`src/pas_pkg.sv`:
```
/*
  Shared constants for the audio controller bring-up block: register
  indexes, window layout, control bit positions and timing counts.
  Assumes a 100 MHz system clock and an APB register bus.
*/
`default_nettype none
package pas_pkg;
  // ****************************************************************
  // Clock and timing
  // ****************************************************************
  localparam int CLK_HZ = 100_000_000;
  localparam int PLL_SETTLE_NS = 2000;
  localparam int PLL_SETTLE_CYC = (PLL_SETTLE_NS * (CLK_HZ / 1_000_000) + 999) / 1000;
  localparam logic [7:0] PLL_SETTLE_LAST = 8'(PLL_SETTLE_CYC - 1);
  // Bit clock counts as dead after one cycle more than this without an edge
  localparam logic [5:0] BCLK_TMO_LAST = 6'h1f;
  // ****************************************************************
  // Host register indexes (byte address = 4 * index)
  // ****************************************************************
  localparam logic [3:0] IDX_CLK1 = 4'h0;
  localparam logic [3:0] IDX_CLK2 = 4'h1;
  localparam logic [3:0] IDX_PLLCFG = 4'h2;
  localparam logic [3:0] IDX_PLLMUL = 4'h3;
  localparam logic [3:0] IDX_SERMC = 4'h4;
  localparam logic [3:0] IDX_SERIAL_PORT_CFG_ONE = 4'h5;
  localparam logic [3:0] IDX_SERIAL_PORT_CFG_TWO = 4'h6;
  localparam logic [3:0] IDX_CTYPE = 4'h7;
  localparam logic [3:0] IDX_LCTL = 4'h8;
  localparam logic [3:0] IDX_LSTS = 4'h9;
  localparam logic [3:0] IDX_ISV = 4'ha;
  localparam logic [3:0] IDX_OSV = 4'hb;
  localparam logic [3:0] IDX_CMD = 4'hc;
  localparam logic [3:0] IDX_CSTAT = 4'hd;
  localparam logic [3:0] IDX_PCMIN = 4'he;
  localparam logic [3:0] IDX_PCMOUT = 4'hf;
  // ****************************************************************
  // Second memory window
  // ****************************************************************
  localparam logic [19:0] WIN_BASE = 20'h40000;
  localparam logic [19:0] WIN_PARAM = 20'h00000;
  localparam logic [19:0] WIN_SAMPLE = 20'h10000;
  localparam logic [19:0] WIN_CODE = 20'h20000;
  localparam logic [19:0] WIN_PROC = 20'h30000;
  localparam logic [15:0] PROC_CTRL_OFF = 16'h0000;
  localparam logic [15:0] PROC_STAT_OFF = 16'h0004;
  localparam logic [15:0] FRAME_TIMER_COUNT_OFF = 16'h0008;
  // ****************************************************************
  // Field positions
  // ****************************************************************
  localparam int CTRL_RUN = 0;
  localparam int CTRL_SRST = 1;
  localparam int CTRL_RUN_AT_FRAME_BIT = 2;
  localparam int CTRL_DRQ = 5;
  localparam int CLK1_PLL_PWR = 4;
  localparam int CLK1_CORE_EN = 5;
  localparam int LCTL_NRST = 0;
  localparam int LCTL_SYNC = 1;
  localparam int LCTL_VFRM = 2;
  localparam int TAG_VALID = 15;
  localparam int TAG_S1 = 14;
  localparam int TAG_S2 = 13;
  localparam int TAG_S3 = 12;
  localparam int TAG_S4 = 11;
  // ****************************************************************
  // Link frame layout
  // ****************************************************************
  localparam logic [4:0] SLOT0_TOP = 5'h0f;
  localparam logic [4:0] SLOT_TOP = 5'h13;
  localparam logic [3:0] LAST_SLOT = 4'hc;
endpackage
`default_nettype wire

```
`src/pas_link_if.sv`:
```
/*
  Signals between the register core and the link front end.
  Assumes both ends run on the system clock.
*/
`timescale 1ns/1ps
`default_nettype none
interface pas_link_if;
  logic sync_en;
  logic valid_frame;
  logic [1:0] out_valid;
  logic cmd_valid;
  logic [19:0] cmd_w1;
  logic [19:0] cmd_w2;
  logic [31:0] pcm_out;
  logic alive;
  logic frame_start;
  logic cmd_taken;
  logic [15:0] rx_tag;
  logic [19:0] rx_s1;
  logic [19:0] rx_s2;
  logic [31:0] rx_pcm;
  modport core (output sync_en, valid_frame, out_valid, cmd_valid, cmd_w1, cmd_w2,
    pcm_out, input alive, frame_start, cmd_taken, rx_tag, rx_s1, rx_s2, rx_pcm);
  modport fe (input sync_en, valid_frame, out_valid, cmd_valid, cmd_w1, cmd_w2,
    pcm_out, output alive, frame_start, cmd_taken, rx_tag, rx_s1, rx_s2, rx_pcm);
endinterface
`default_nettype wire

```
`src/pas_top.sv`:
```
/*
  Bring-up sequencer for a PCI audio controller: APB registers, PLL and
  core clock gating, processor run and soft reset, second memory window
  and codec link control.
  Assumes an APB master on CLK_SYS and a codec driving the bit clock.
  PLL and processor sit outside; this block hands them
  enables and a reset. Window memories are a small stand-in of eight
  words per region. Writes land at the edge that takes the access.
*/
// The APB slave port and the placing of the registers were chosen for this implementation.
`timescale 1ns/1ps
`default_nettype none
module pas_top
  import pas_pkg::*;
(
  input wire logic CLK_SYS,
  input wire logic RST_N,
  input wire logic PSEL,
  input wire logic PENABLE,
  input wire logic PWRITE,
  input wire logic [19:0] PADDR,
  input wire logic [31:0] PWDATA,
  output logic [31:0] PRDATA,
  output logic PREADY,
  output logic PSLVERR,
  input wire logic AC_BIT_CLK,
  input wire logic AC_SDATA_IN,
  output logic AC_SYNC,
  output logic AC_SDATA_OUT,
  output logic AC_RESET_N,
  output logic PLL_POWER,
  output logic CORE_CLK_EN,
  output logic PROC_CLK_EN,
  output logic PROC_RESET,
  output logic DMA_REQ_EN
);
  // ****************************************************************
  // State
  // ****************************************************************
  // All state in one record: registers, window store, processor
  // controls and bus answer. One next-state copy keeps every flop
  // on the same synchronous reset.
  typedef struct packed {
    logic [15:0][31:0] regs;
    logic [31:0][31:0] mem;
    logic [31:0] frame_timer_count;
    logic run;
    logic srst;
    logic run_at_frame_bit;
    logic drq;
    logic running;
    logic [7:0] pll_cnt;
    logic pll_lock;
    logic core_en;
    logic proc_clk;
    logic proc_rst;
    logic dma_en;
    logic cmd_pend;
    logic [31:0] prdata;
    logic pready;
    logic pslverr;
  } pas_core_t;

  // Registered state and its next value
  pas_core_t q;
  pas_core_t n;
  // Carrier to the link front end
  pas_link_if l ();
  // Decoded view of the current bus request
  logic acc;
  logic reg_hit;
  logic win_hit;
  logic [1:0] region;
  logic [15:0] woff;
  logic [3:0] idx;

  // Read-only host registers hold link state, not stored values
  function automatic logic is_ro(input logic [3:0] i);
    return (i == IDX_LSTS) || (i == IDX_ISV) || (i == IDX_CSTAT) || (i == IDX_PCMIN);
  endfunction

  // ****************************************************************
  // Link front end
  // ****************************************************************
  // Bit clock and serial data are synchronised in here
  pas_link_fe u_fe (
    .clk(CLK_SYS),
    .rst_n(RST_N),
    .bit_clk(AC_BIT_CLK),
    .sdata_in(AC_SDATA_IN),
    .sync(AC_SYNC),
    .sdata_out(AC_SDATA_OUT),
    .l(l.fe)
  );

  // Link controls straight from host registers. Command word packed
  // into slot layout here so the front end only shifts bits; a
  // command written mid-frame waits for the next frame start.
  assign l.sync_en = q.regs[IDX_LCTL][LCTL_SYNC];
  assign l.valid_frame = q.regs[IDX_LCTL][LCTL_VFRM];
  assign l.out_valid = q.regs[IDX_OSV][1:0];
  assign l.cmd_valid = q.cmd_pend;
  assign l.cmd_w1 = {q.regs[IDX_CMD][24], q.regs[IDX_CMD][22:16], 12'h000};
  assign l.cmd_w2 = {q.regs[IDX_CMD][15:0], 4'h0};
  assign l.pcm_out = q.regs[IDX_PCMOUT];

  // ****************************************************************
  // Address decode
  // ****************************************************************
  // A new access is taken only once; pready high ends it. Masking
  // with the registered answer stops a held access being taken twice.
  // No byte lanes: PADDR[1:0] is ignored except in the processor region, where offsets are compared whole.
  assign acc = PSEL & PENABLE & ~q.pready;
  // Host registers in the first 64 bytes, window above
  assign reg_hit = (PADDR[19:6] == 14'h0000);
  assign win_hit = (PADDR[19:18] == WIN_BASE[19:18]);
  assign region = PADDR[17:16];
  assign woff = PADDR[15:0];
  assign idx = PADDR[5:2];

  // ****************************************************************
  // Next state
  // ****************************************************************
  always_comb
  begin
    // Hold every field; answer pulses fall back to zero
    n = q;
    n.pready = 1'b0;
    n.pslverr = 1'b0;
    // Command slot consumed; a write in the same cycle sets it again
    if (l.cmd_taken)
      n.cmd_pend = 1'b0;
    // Every taken access answers next cycle, refused ones too, so
    // the bus never stalls on the processor side
    if (acc)
    begin
      n.pready = 1'b1;
      n.prdata = 32'h00000000;
      if (reg_hit)
      begin
        // Read-only indexes show link state; writes are dropped
        if (PWRITE && !is_ro(idx))
          n.regs[idx] = PWDATA;
        // Command write queues one frame of slots one and two
        if (PWRITE && idx == IDX_CMD)
          n.cmd_pend = 1'b1;
        // Live link state for read-only indexes, else stored word
        unique case (idx)
          IDX_LSTS: n.prdata = {30'h00000000, l.alive, l.rx_tag[TAG_VALID]};
          IDX_ISV: n.prdata = {30'h00000000, l.rx_tag[TAG_S4], l.rx_tag[TAG_S3]};
          // Index from slot one, data from slot two
          IDX_CSTAT: n.prdata = {9'h000, l.rx_s1[18:12], l.rx_s2[19:4]};
          IDX_PCMIN: n.prdata = l.rx_pcm;
          default: n.prdata = q.regs[idx];
        endcase
      end
      // Window belongs to the processor domain; without core clock
      // it answers but has no effect
      else if (win_hit)
      begin
        if (q.core_en)
        begin
          if (region != WIN_PROC[17:16])
          begin
            if (woff[15:5] != 11'h000)
              n.pslverr = 1'b1;
            else if (PWRITE)
              n.mem[{region, woff[4:2]}] = PWDATA;
            else
              n.prdata = q.mem[{region, woff[4:2]}];
          end
          else if (woff == PROC_CTRL_OFF)
          begin
            // Controls written together; soft reset below then
            // overrides the run bits in the same cycle
            if (PWRITE)
            begin
              n.run = PWDATA[CTRL_RUN];
              n.srst = PWDATA[CTRL_SRST];
              n.run_at_frame_bit = PWDATA[CTRL_RUN_AT_FRAME_BIT];
              n.drq = PWDATA[CTRL_DRQ];
            end
            // Readback shows the controls before this write
            n.prdata[CTRL_RUN] = q.run;
            n.prdata[CTRL_SRST] = q.srst;
            n.prdata[CTRL_RUN_AT_FRAME_BIT] = q.run_at_frame_bit;
            n.prdata[CTRL_DRQ] = q.drq;
          end
          else if (woff == PROC_STAT_OFF)
            n.prdata = {31'h00000000, q.running};
          else if (woff == FRAME_TIMER_COUNT_OFF)
          begin
            if (PWRITE)
              n.frame_timer_count = PWDATA;
            n.prdata = q.frame_timer_count;
          end
          else
            n.pslverr = 1'b1;
        end
      end
      else
        n.pslverr = 1'b1;
    end
    // No lock signal comes back, so settling is a fixed count;
    // dropping PLL power restarts it
    // PLL settle timer
    if (!q.regs[IDX_CLK1][CLK1_PLL_PWR])
    begin
      n.pll_cnt = 8'h00;
      n.pll_lock = 1'b0;
    end
    else if (q.pll_cnt == PLL_SETTLE_LAST)
      n.pll_lock = 1'b1;
    else
      n.pll_cnt = q.pll_cnt + 8'h01;
    // Bit clock loss drops the core clock at once: the PLL would
    // drift without its reference
    // core clock gate
    n.core_en = q.regs[IDX_CLK1][CLK1_CORE_EN] & q.pll_lock & l.alive;
    // Start waits for a frame boundary, so processor sees whole frames
    // run-at-frame takes effect
    if (q.core_en && l.frame_start && q.run && q.run_at_frame_bit && !q.srst)
    begin
      n.run_at_frame_bit = 1'b0;
      n.running = 1'b1;
    end
    // Soft reset wins over anything written in the same cycle
    // soft reset immediate
    if (n.srst)
    begin
      n.run = 1'b0;
      n.run_at_frame_bit = 1'b0;
      n.drq = 1'b0;
      n.running = 1'b0;
    end
    // Running also needs run set and the core clock present
    // halted without run
    if (!n.run || !q.core_en)
      n.running = 1'b0;
    // Processor pins follow the next state, registered at the same edge as it
    n.proc_clk = q.core_en & n.running;
    n.proc_rst = n.srst;
    n.dma_en = n.drq & n.running;
  end

  // ****************************************************************
  // State register
  // ****************************************************************
  // Reset keeps the processor clocked and held, so its state is
  // flushed before the clock stops at release
  // processor clocked during reset
  always_ff @(posedge CLK_SYS)
  begin
    if (!RST_N)
    begin
      q <= '0;
      q.proc_clk <= 1'b1;
      q.proc_rst <= 1'b1;
    end
    else
      q <= n;
  end

  // Outputs straight from flops, so pins never glitch while the
  // host rewrites a register or the bit clock stops
  assign PRDATA = q.prdata;
  assign PREADY = q.pready;
  assign PSLVERR = q.pslverr;
  assign AC_RESET_N = q.regs[IDX_LCTL][LCTL_NRST];
  assign PLL_POWER = q.regs[IDX_CLK1][CLK1_PLL_PWR];
  assign CORE_CLK_EN = q.core_en;
  assign PROC_CLK_EN = q.proc_clk;
  assign PROC_RESET = q.proc_rst;
  assign DMA_REQ_EN = q.dma_en;
endmodule
`default_nettype wire

```
`src/pas_link_fe.sv`:
```
/*
  Link front end: samples the codec bit clock, frames slots, drives
  sync and serial out, captures serial in.
  Assumes the bit clock is well below half the system clock.
*/
`timescale 1ns/1ps
`default_nettype none
module pas_link_fe
  import pas_pkg::*;
(
  input wire logic clk,
  input wire logic rst_n,
  input wire logic bit_clk,
  input wire logic sdata_in,
  output logic sync,
  output logic sdata_out,
  pas_link_if.fe l
);
  typedef struct packed {
    logic bclk_s1;
    logic bclk_s2;
    logic bclk_d;
    logic sdin_s1;
    logic sdin_s2;
    logic [5:0] tmo;
    logic alive;
    logic [3:0] slot;
    logic [4:0] bitn;
    logic sync;
    logic sdout;
    logic [15:0] tx_tag;
    logic [19:0] tx_w1;
    logic [19:0] tx_w2;
    logic [31:0] tx_pcm;
    logic [19:0] rx_sh;
    logic [15:0] rx_tag;
    logic [19:0] rx_s1;
    logic [19:0] rx_s2;
    logic [31:0] rx_pcm;
    logic frame_start;
    logic cmd_taken;
  } pas_fe_t;

  pas_fe_t q;
  pas_fe_t n;
  logic rise;
  logic fall;

  // Bit of the outgoing frame at a given slot and position
  function automatic logic tx_bit(input pas_fe_t s);
    logic [19:0] w;
    w = 20'h00000;
    unique case (s.slot)
      4'h0: w = {4'h0, s.tx_tag};
      4'h1: w = s.tx_w1;
      4'h2: w = s.tx_w2;
      4'h3: w = {s.tx_pcm[31:16], 4'h0};
      4'h4: w = {s.tx_pcm[15:0], 4'h0};
      default: w = 20'h00000;
    endcase
    return w[s.bitn];
  endfunction

  // Edges come from the second and third stages, never the first
  assign rise = q.bclk_s2 & ~q.bclk_d;
  assign fall = ~q.bclk_s2 & q.bclk_d;

  // Next state of the whole front end
  always_comb
  begin
    n = q;
    n.frame_start = 1'b0;
    n.cmd_taken = 1'b0;
    n.bclk_s1 = bit_clk;
    n.bclk_s2 = q.bclk_s1;
    n.bclk_d = q.bclk_s2;
    n.sdin_s1 = sdata_in;
    n.sdin_s2 = q.sdin_s1;
    if (rise | fall)
    begin
      n.tmo = 6'h00;
      n.alive = 1'b1;
    end
    else if (q.tmo == BCLK_TMO_LAST)
      n.alive = 1'b0;
    else
      n.tmo = q.tmo + 6'h01;
    if (!l.sync_en)
    begin
      n.slot = LAST_SLOT;
      n.bitn = 5'h00;
      n.sync = 1'b0;
      n.sdout = 1'b0;
    end
    else if (rise)
    begin
      if (q.bitn == 5'h00)
      begin
        n.slot = (q.slot == LAST_SLOT) ? 4'h0 : q.slot + 4'h1;
        n.bitn = (n.slot == 4'h0) ? SLOT0_TOP : SLOT_TOP;
        if (n.slot == 4'h0)
        begin
          n.frame_start = 1'b1;
          n.cmd_taken = l.cmd_valid;
          n.tx_tag = 16'h0000;
          n.tx_tag[TAG_VALID] = l.valid_frame;
          n.tx_tag[TAG_S1] = l.cmd_valid;
          n.tx_tag[TAG_S2] = l.cmd_valid;
          n.tx_tag[TAG_S3] = l.out_valid[0];
          n.tx_tag[TAG_S4] = l.out_valid[1];
          n.tx_w1 = l.cmd_valid ? l.cmd_w1 : 20'h00000;
          n.tx_w2 = l.cmd_valid ? l.cmd_w2 : 20'h00000;
          n.tx_pcm = l.pcm_out;
        end
      end
      else
        n.bitn = q.bitn - 5'h01;
      n.sync = (n.slot == 4'h0);
      n.sdout = tx_bit(n);
    end
    else if (fall)
    begin
      n.rx_sh = {q.rx_sh[18:0], q.sdin_s2};
      if (q.bitn == 5'h00)
      begin
        unique case (q.slot)
          4'h0: n.rx_tag = n.rx_sh[15:0];
          4'h1: n.rx_s1 = n.rx_sh;
          4'h2: n.rx_s2 = n.rx_sh;
          4'h3: n.rx_pcm[31:16] = n.rx_sh[19:4];
          4'h4: n.rx_pcm[15:0] = n.rx_sh[19:4];
          default: n.rx_sh = n.rx_sh;
        endcase
      end
    end
  end

  // State register, synchronous reset
  always_ff @(posedge clk)
  begin
    if (!rst_n)
      q <= '0;
    else
      q <= n;
  end

  assign sync = q.sync;
  assign sdata_out = q.sdout;
  assign l.alive = q.alive;
  assign l.frame_start = q.frame_start;
  assign l.cmd_taken = q.cmd_taken;
  assign l.rx_tag = q.rx_tag;
  assign l.rx_s1 = q.rx_s1;
  assign l.rx_s2 = q.rx_s2;
  assign l.rx_pcm = q.rx_pcm;
endmodule
`default_nettype wire

```
`config.mk`:
```
export PLATFORM = sky130hd
export DESIGN_NAME = pas_top
export DESIGN_NICKNAME = d
export VERILOG_FILES = /design/src/pas_pkg.sv /design/src/pas_link_if.sv /design/src/pas_top.sv /design/src/pas_link_fe.sv
export SDC_FILE = /design/constraint.sdc
export NUM_CORES = 2
export LEC_CHECK = 0
export BUFFER_PORTS_ARGS = -buffer_cell sky130_fd_sc_hd__buf_2
export CAP_MARGIN = 20
export CORE_AREA = 2 2 335 337
export DETAILED_ROUTE_END_ITERATION = 8
export DIE_AREA = 0 0 337 339
export PLACE_DENSITY = 0.78
export SLEW_MARGIN = 20
export SYNTH_ARGS = -nofsm -noshare
export SYNTH_HDL_FRONTEND = slang
export SYNTH_SLANG_ARGS = --single-unit
```
`constraint.sdc`:
```
create_clock -name CLK_SYS -period 4.2 [get_ports CLK_SYS]
set_input_delay 0 -clock CLK_SYS [delete_from_list [all_inputs] [get_ports CLK_SYS]]
set_output_delay 0 -clock CLK_SYS [all_outputs]
set_load 0.005 [all_outputs]
```
==> results.json <==
{
  "ant_nets": 0,
  "totalWireLength_mm": 223,
  "clock_latency_ns": 0.78,
  "hold_viol_final": 0,
  "rr_endpoint": "u_fe.sdata_out",
  "wirelength_met1_mm": 82.1,
  "via_count": 56600,
  "die_h_um": 339,
  "synth-adder-area-share_pct": 0.183,
  "violations": "DRC",
  "swShare_pct": 22.6,
  "slew_headroom_pct": 12.5,
  "yosys-mux-area-fraction_pct": 12.4,
  "avgRoutedWirePerCell_um": 24.9,
  "grt_pass1_vias": 54300,
  "synth_top_family_by_area": "compound AO/OA/AOI/OAI gates",
  "synth_edf_count": 0,
  "h-tree-depth": 4,
  "numCtsBuffers": 157,
  "antenna_found_initial": 11,
  "fillers": 8328,
  "fin_util_pct": 68.3,
  "synth_top_cell_area_share_pct": 45.6,
  "dr_wl_met2_mm": 98.2,
  "synth.top_cells.by_area": "dfxtp_1 (46%), nand2_1 (15%), a21boi_0 (14%), mux4_2 (12%), clkbuf_1 (3.5%)",
  "cp.required_ns": 4.89,
  "powerDensity_nw_per_um2": 408,
  "min_from": "PADDR[4]",
  "rows": 122,
  "finalSetupViolations": 0,
  "cts_tree": "yes",
  "reg2reg_setup_slack_ns": 0.44,
  "initialDrtViolationCount": 6776,
  "area_growth_pct": 10.5,
  "hold_path_depth": 5,
  "ys.flop_type": "dfxtp_1",
  "synth-seq-cells": 1555,
  "syn-cell-area_um2": 68200,
  "fin_tns_setup_ns": 0,
  "avgSynthCellArea_um2": 9.01,
  "initial_core_util_pct": 61.8,
  "grt_usage_pct": 38.3,
  "grt-ovfl-total": 0,
  "dpl.cell_count": 8606,
  "drc": 2,
  "endpoint_kind": "flip-flop",
  "post-route-period-util_pct": 89.6,
  "die_x_um": 337,
  "yosysUniqueCellTypes": 74,
  "synth_compound_area_share_pct": 18.6,
  "finalNonFillerCells": 8939,
  "synthTopCellsByCount": "nand2_1 (2680), dfxtp_1 (1555), a21boi_0 (1280)",
  "maxCapViolations": 0,
  "synth-seq-area-share_pct": 45.6,
  "final_nets": 7390,
  "numPortBuffers": 100,
  "gp_congestion": 1.00,
  "period_needed_ns": 3.76,
  "slew_viol_final": 0,
  "seqPwrFrac_pct": 48.2,
  "rsz0062_at_grt": "no",
  "p_switching_mw": 6.95,
  "async_flop_share_pct": 0,
  "synth.most_common_cell": "nand2_1",
  "critPathKind": "flip-flop to flip-flop",
  "p_int_mw": 23.8,
  "syn_inst": 7574,
  "via_per_inst": 6.33,
  "status": "finished, violations left",
  "cts_setup_buffers": 0,
  "wl_met3_mm": 23.6,
  "worst_pin_slew_ns": 1.31,
  "pwr-share-clk_pct": 47.4,
  "worstPathMaxFanout": 30,
  "grt_pass1_wl_mm": 334,
  "layout-drive-gt1-share_pct": 13.1,
  "reg2regPathDepth": 11,
  "worst_clock_skew_ns": 0.0221,
  "worstPathArrival_ns": 4.46,
  "synth_warnings": 0,
  "r2r-start": "u_fe.q[205]",
  "coreArea_um2": 110000,
  "clock_path_buffers": 3,
  "start_kind": "flip-flop",
  "whs_endpoint": "q[303]",
  "io_pins": 101,
  "yosys.area.top_type": "dfxtp_1",
  "synth-simple-area-share_pct": 18.4,
  "grt_max_degree": 288,
  "dpl.hpwl_mm": 137,
  "path_clk_slew_ns": 0.06,
  "clock-sinks": 1555,
  "hold_path.class": "input pin to flip-flop",
  "combinationalPowerShare_pct": 4.4,
  "ir_drop_mv": 0.387,
  "synth_xor_area_share_pct": 0.167,
  "fmax_ghz": 0.266,
  "drt_first_pass_iters": 9,
  "root_buffer": "clkbuf_16",
  "cellLeakagePower_nw": 24.9,
  "syn-num-nets": 7643,
  "routed.top_layer": "met5",
  "dieArea_um2": 114000
}
-- registers in the layout, summed over array words and instances, names as in the netlist, 2 cells and up --
signal and cells:
l.cmd_w1 8, u_fe.l.rx_s1 7, u_fe.q 124, l.pcm_out 32, PRDATA 32, u_fe.l.rx_tag 3
q 1264, l.cmd_w2 16, u_fe.n 3, l.out_valid 2, u_fe.l.rx_pcm 32, u_fe.l.rx_s2 16
-- power by group through the flow --
stage               clock, mW  combinational (mW)  sequential, mW
floorplan                   0               0.889            15.1
global placement            0                1.28            15.1
detailed placement          0                1.29            15.1
CTS                      14.6                1.32            14.8
global route             15.2                1.40            14.8
finish                   14.6                1.36            14.8
-- placed cells by master, fill, tap and decap left out, types with 58 or more instances in the layout --
master / instances
nand2_1: 2680
dfxtp_1: 1554
a21boi_0: 1280
mux4_2: 352
buf_4: 185
clkbuf_16: 161
and2_1: 142
a22oi_1: 105
buf_2: 95
a21oi_1: 62
nand3_1: 58
-- final cells by class --
class                           instances  area (µm²)  area share [%]
Sequential cell                      1555       31100            41.3
Inverter                               15        56.3          0.0747
Timing Repair Buffer                  353        2870            3.81
Multi-Input combinational cell       5239       34100            45.2
Tap cell                             1488        1860            2.47
Antenna cell                            5        12.5          0.0166
Clock inverter                         46         647           0.858
Clock buffer                          238        4730            6.27
-- stage by stage --
step / hold slack (ns) / power (mW) / instance area (µm²) / worst slack [ns]
after floorplan: 0.0984 / 16.0 / 68200 / 1.26
after global placement: 0.209 / 16.4 / 69500 / 0.578
after detailed placement: 0.210 / 16.4 / 69500 / 0.524
after CTS: 0.00343 / 30.7 / 75400 / 0.516
after global routing: 0.0732 / 31.4 / 75400 / 0.168
final: 0.0862 / 30.7 / 75400 / 0.435
-- timing repair --
item                                   in CTS  in global routing
resized for setup                           0                  0
hold buffers                               43                  1
endpoints found under the hold margin     977                 37
-- kinds of logic after synthesis --
family | count (synthesis)
xor+xnor | 13
buf+inv | 780
flops | 1555
compound gates | 1699
simple gates | 3115
fa+ha+maj | 10
mux | 402
-- worst max-delay path by stage --
stage | startpoint | endpoint | cells past startpoint
after floorplan | u_fe.q[206] | u_fe.sdata_out | 13
after global routing | u_fe.q[205] | u_fe.sdata_out | 11
after detailed placement | u_fe.q[205] | u_fe.sdata_out | 11
final | u_fe.q[205] | u_fe.sdata_out | 11
after global placement | u_fe.q[205] | u_fe.sdata_out | 11
after CTS | u_fe.q[205] | u_fe.sdata_out | 11
-- worst max-delay path, stage by stage, from the launching register on --
cell and delay (ns):
dfxtp_1 0.63, ha_1 0.49, mux2_2 0.39, o311ai_2 0.50
and2_1 0.34, buf_12 0.22, nand3_1 0.09, a311oi_1 0.33
nor4_1 0.08, o311ai_1 0.33, nand4_1 0.14, o21ai_1 0.13
-- per-layer routing --
metal | GRT usage, % | up-vias
li1 | - | 25200
met4 | 28.2 | 10
met1 | 47.8 | 27500
met3 | 9.44 | 835
met2 | 57.6 | 3173
met5 | 0 | -
No activity file was read; power rests on OpenSTA's default activity.
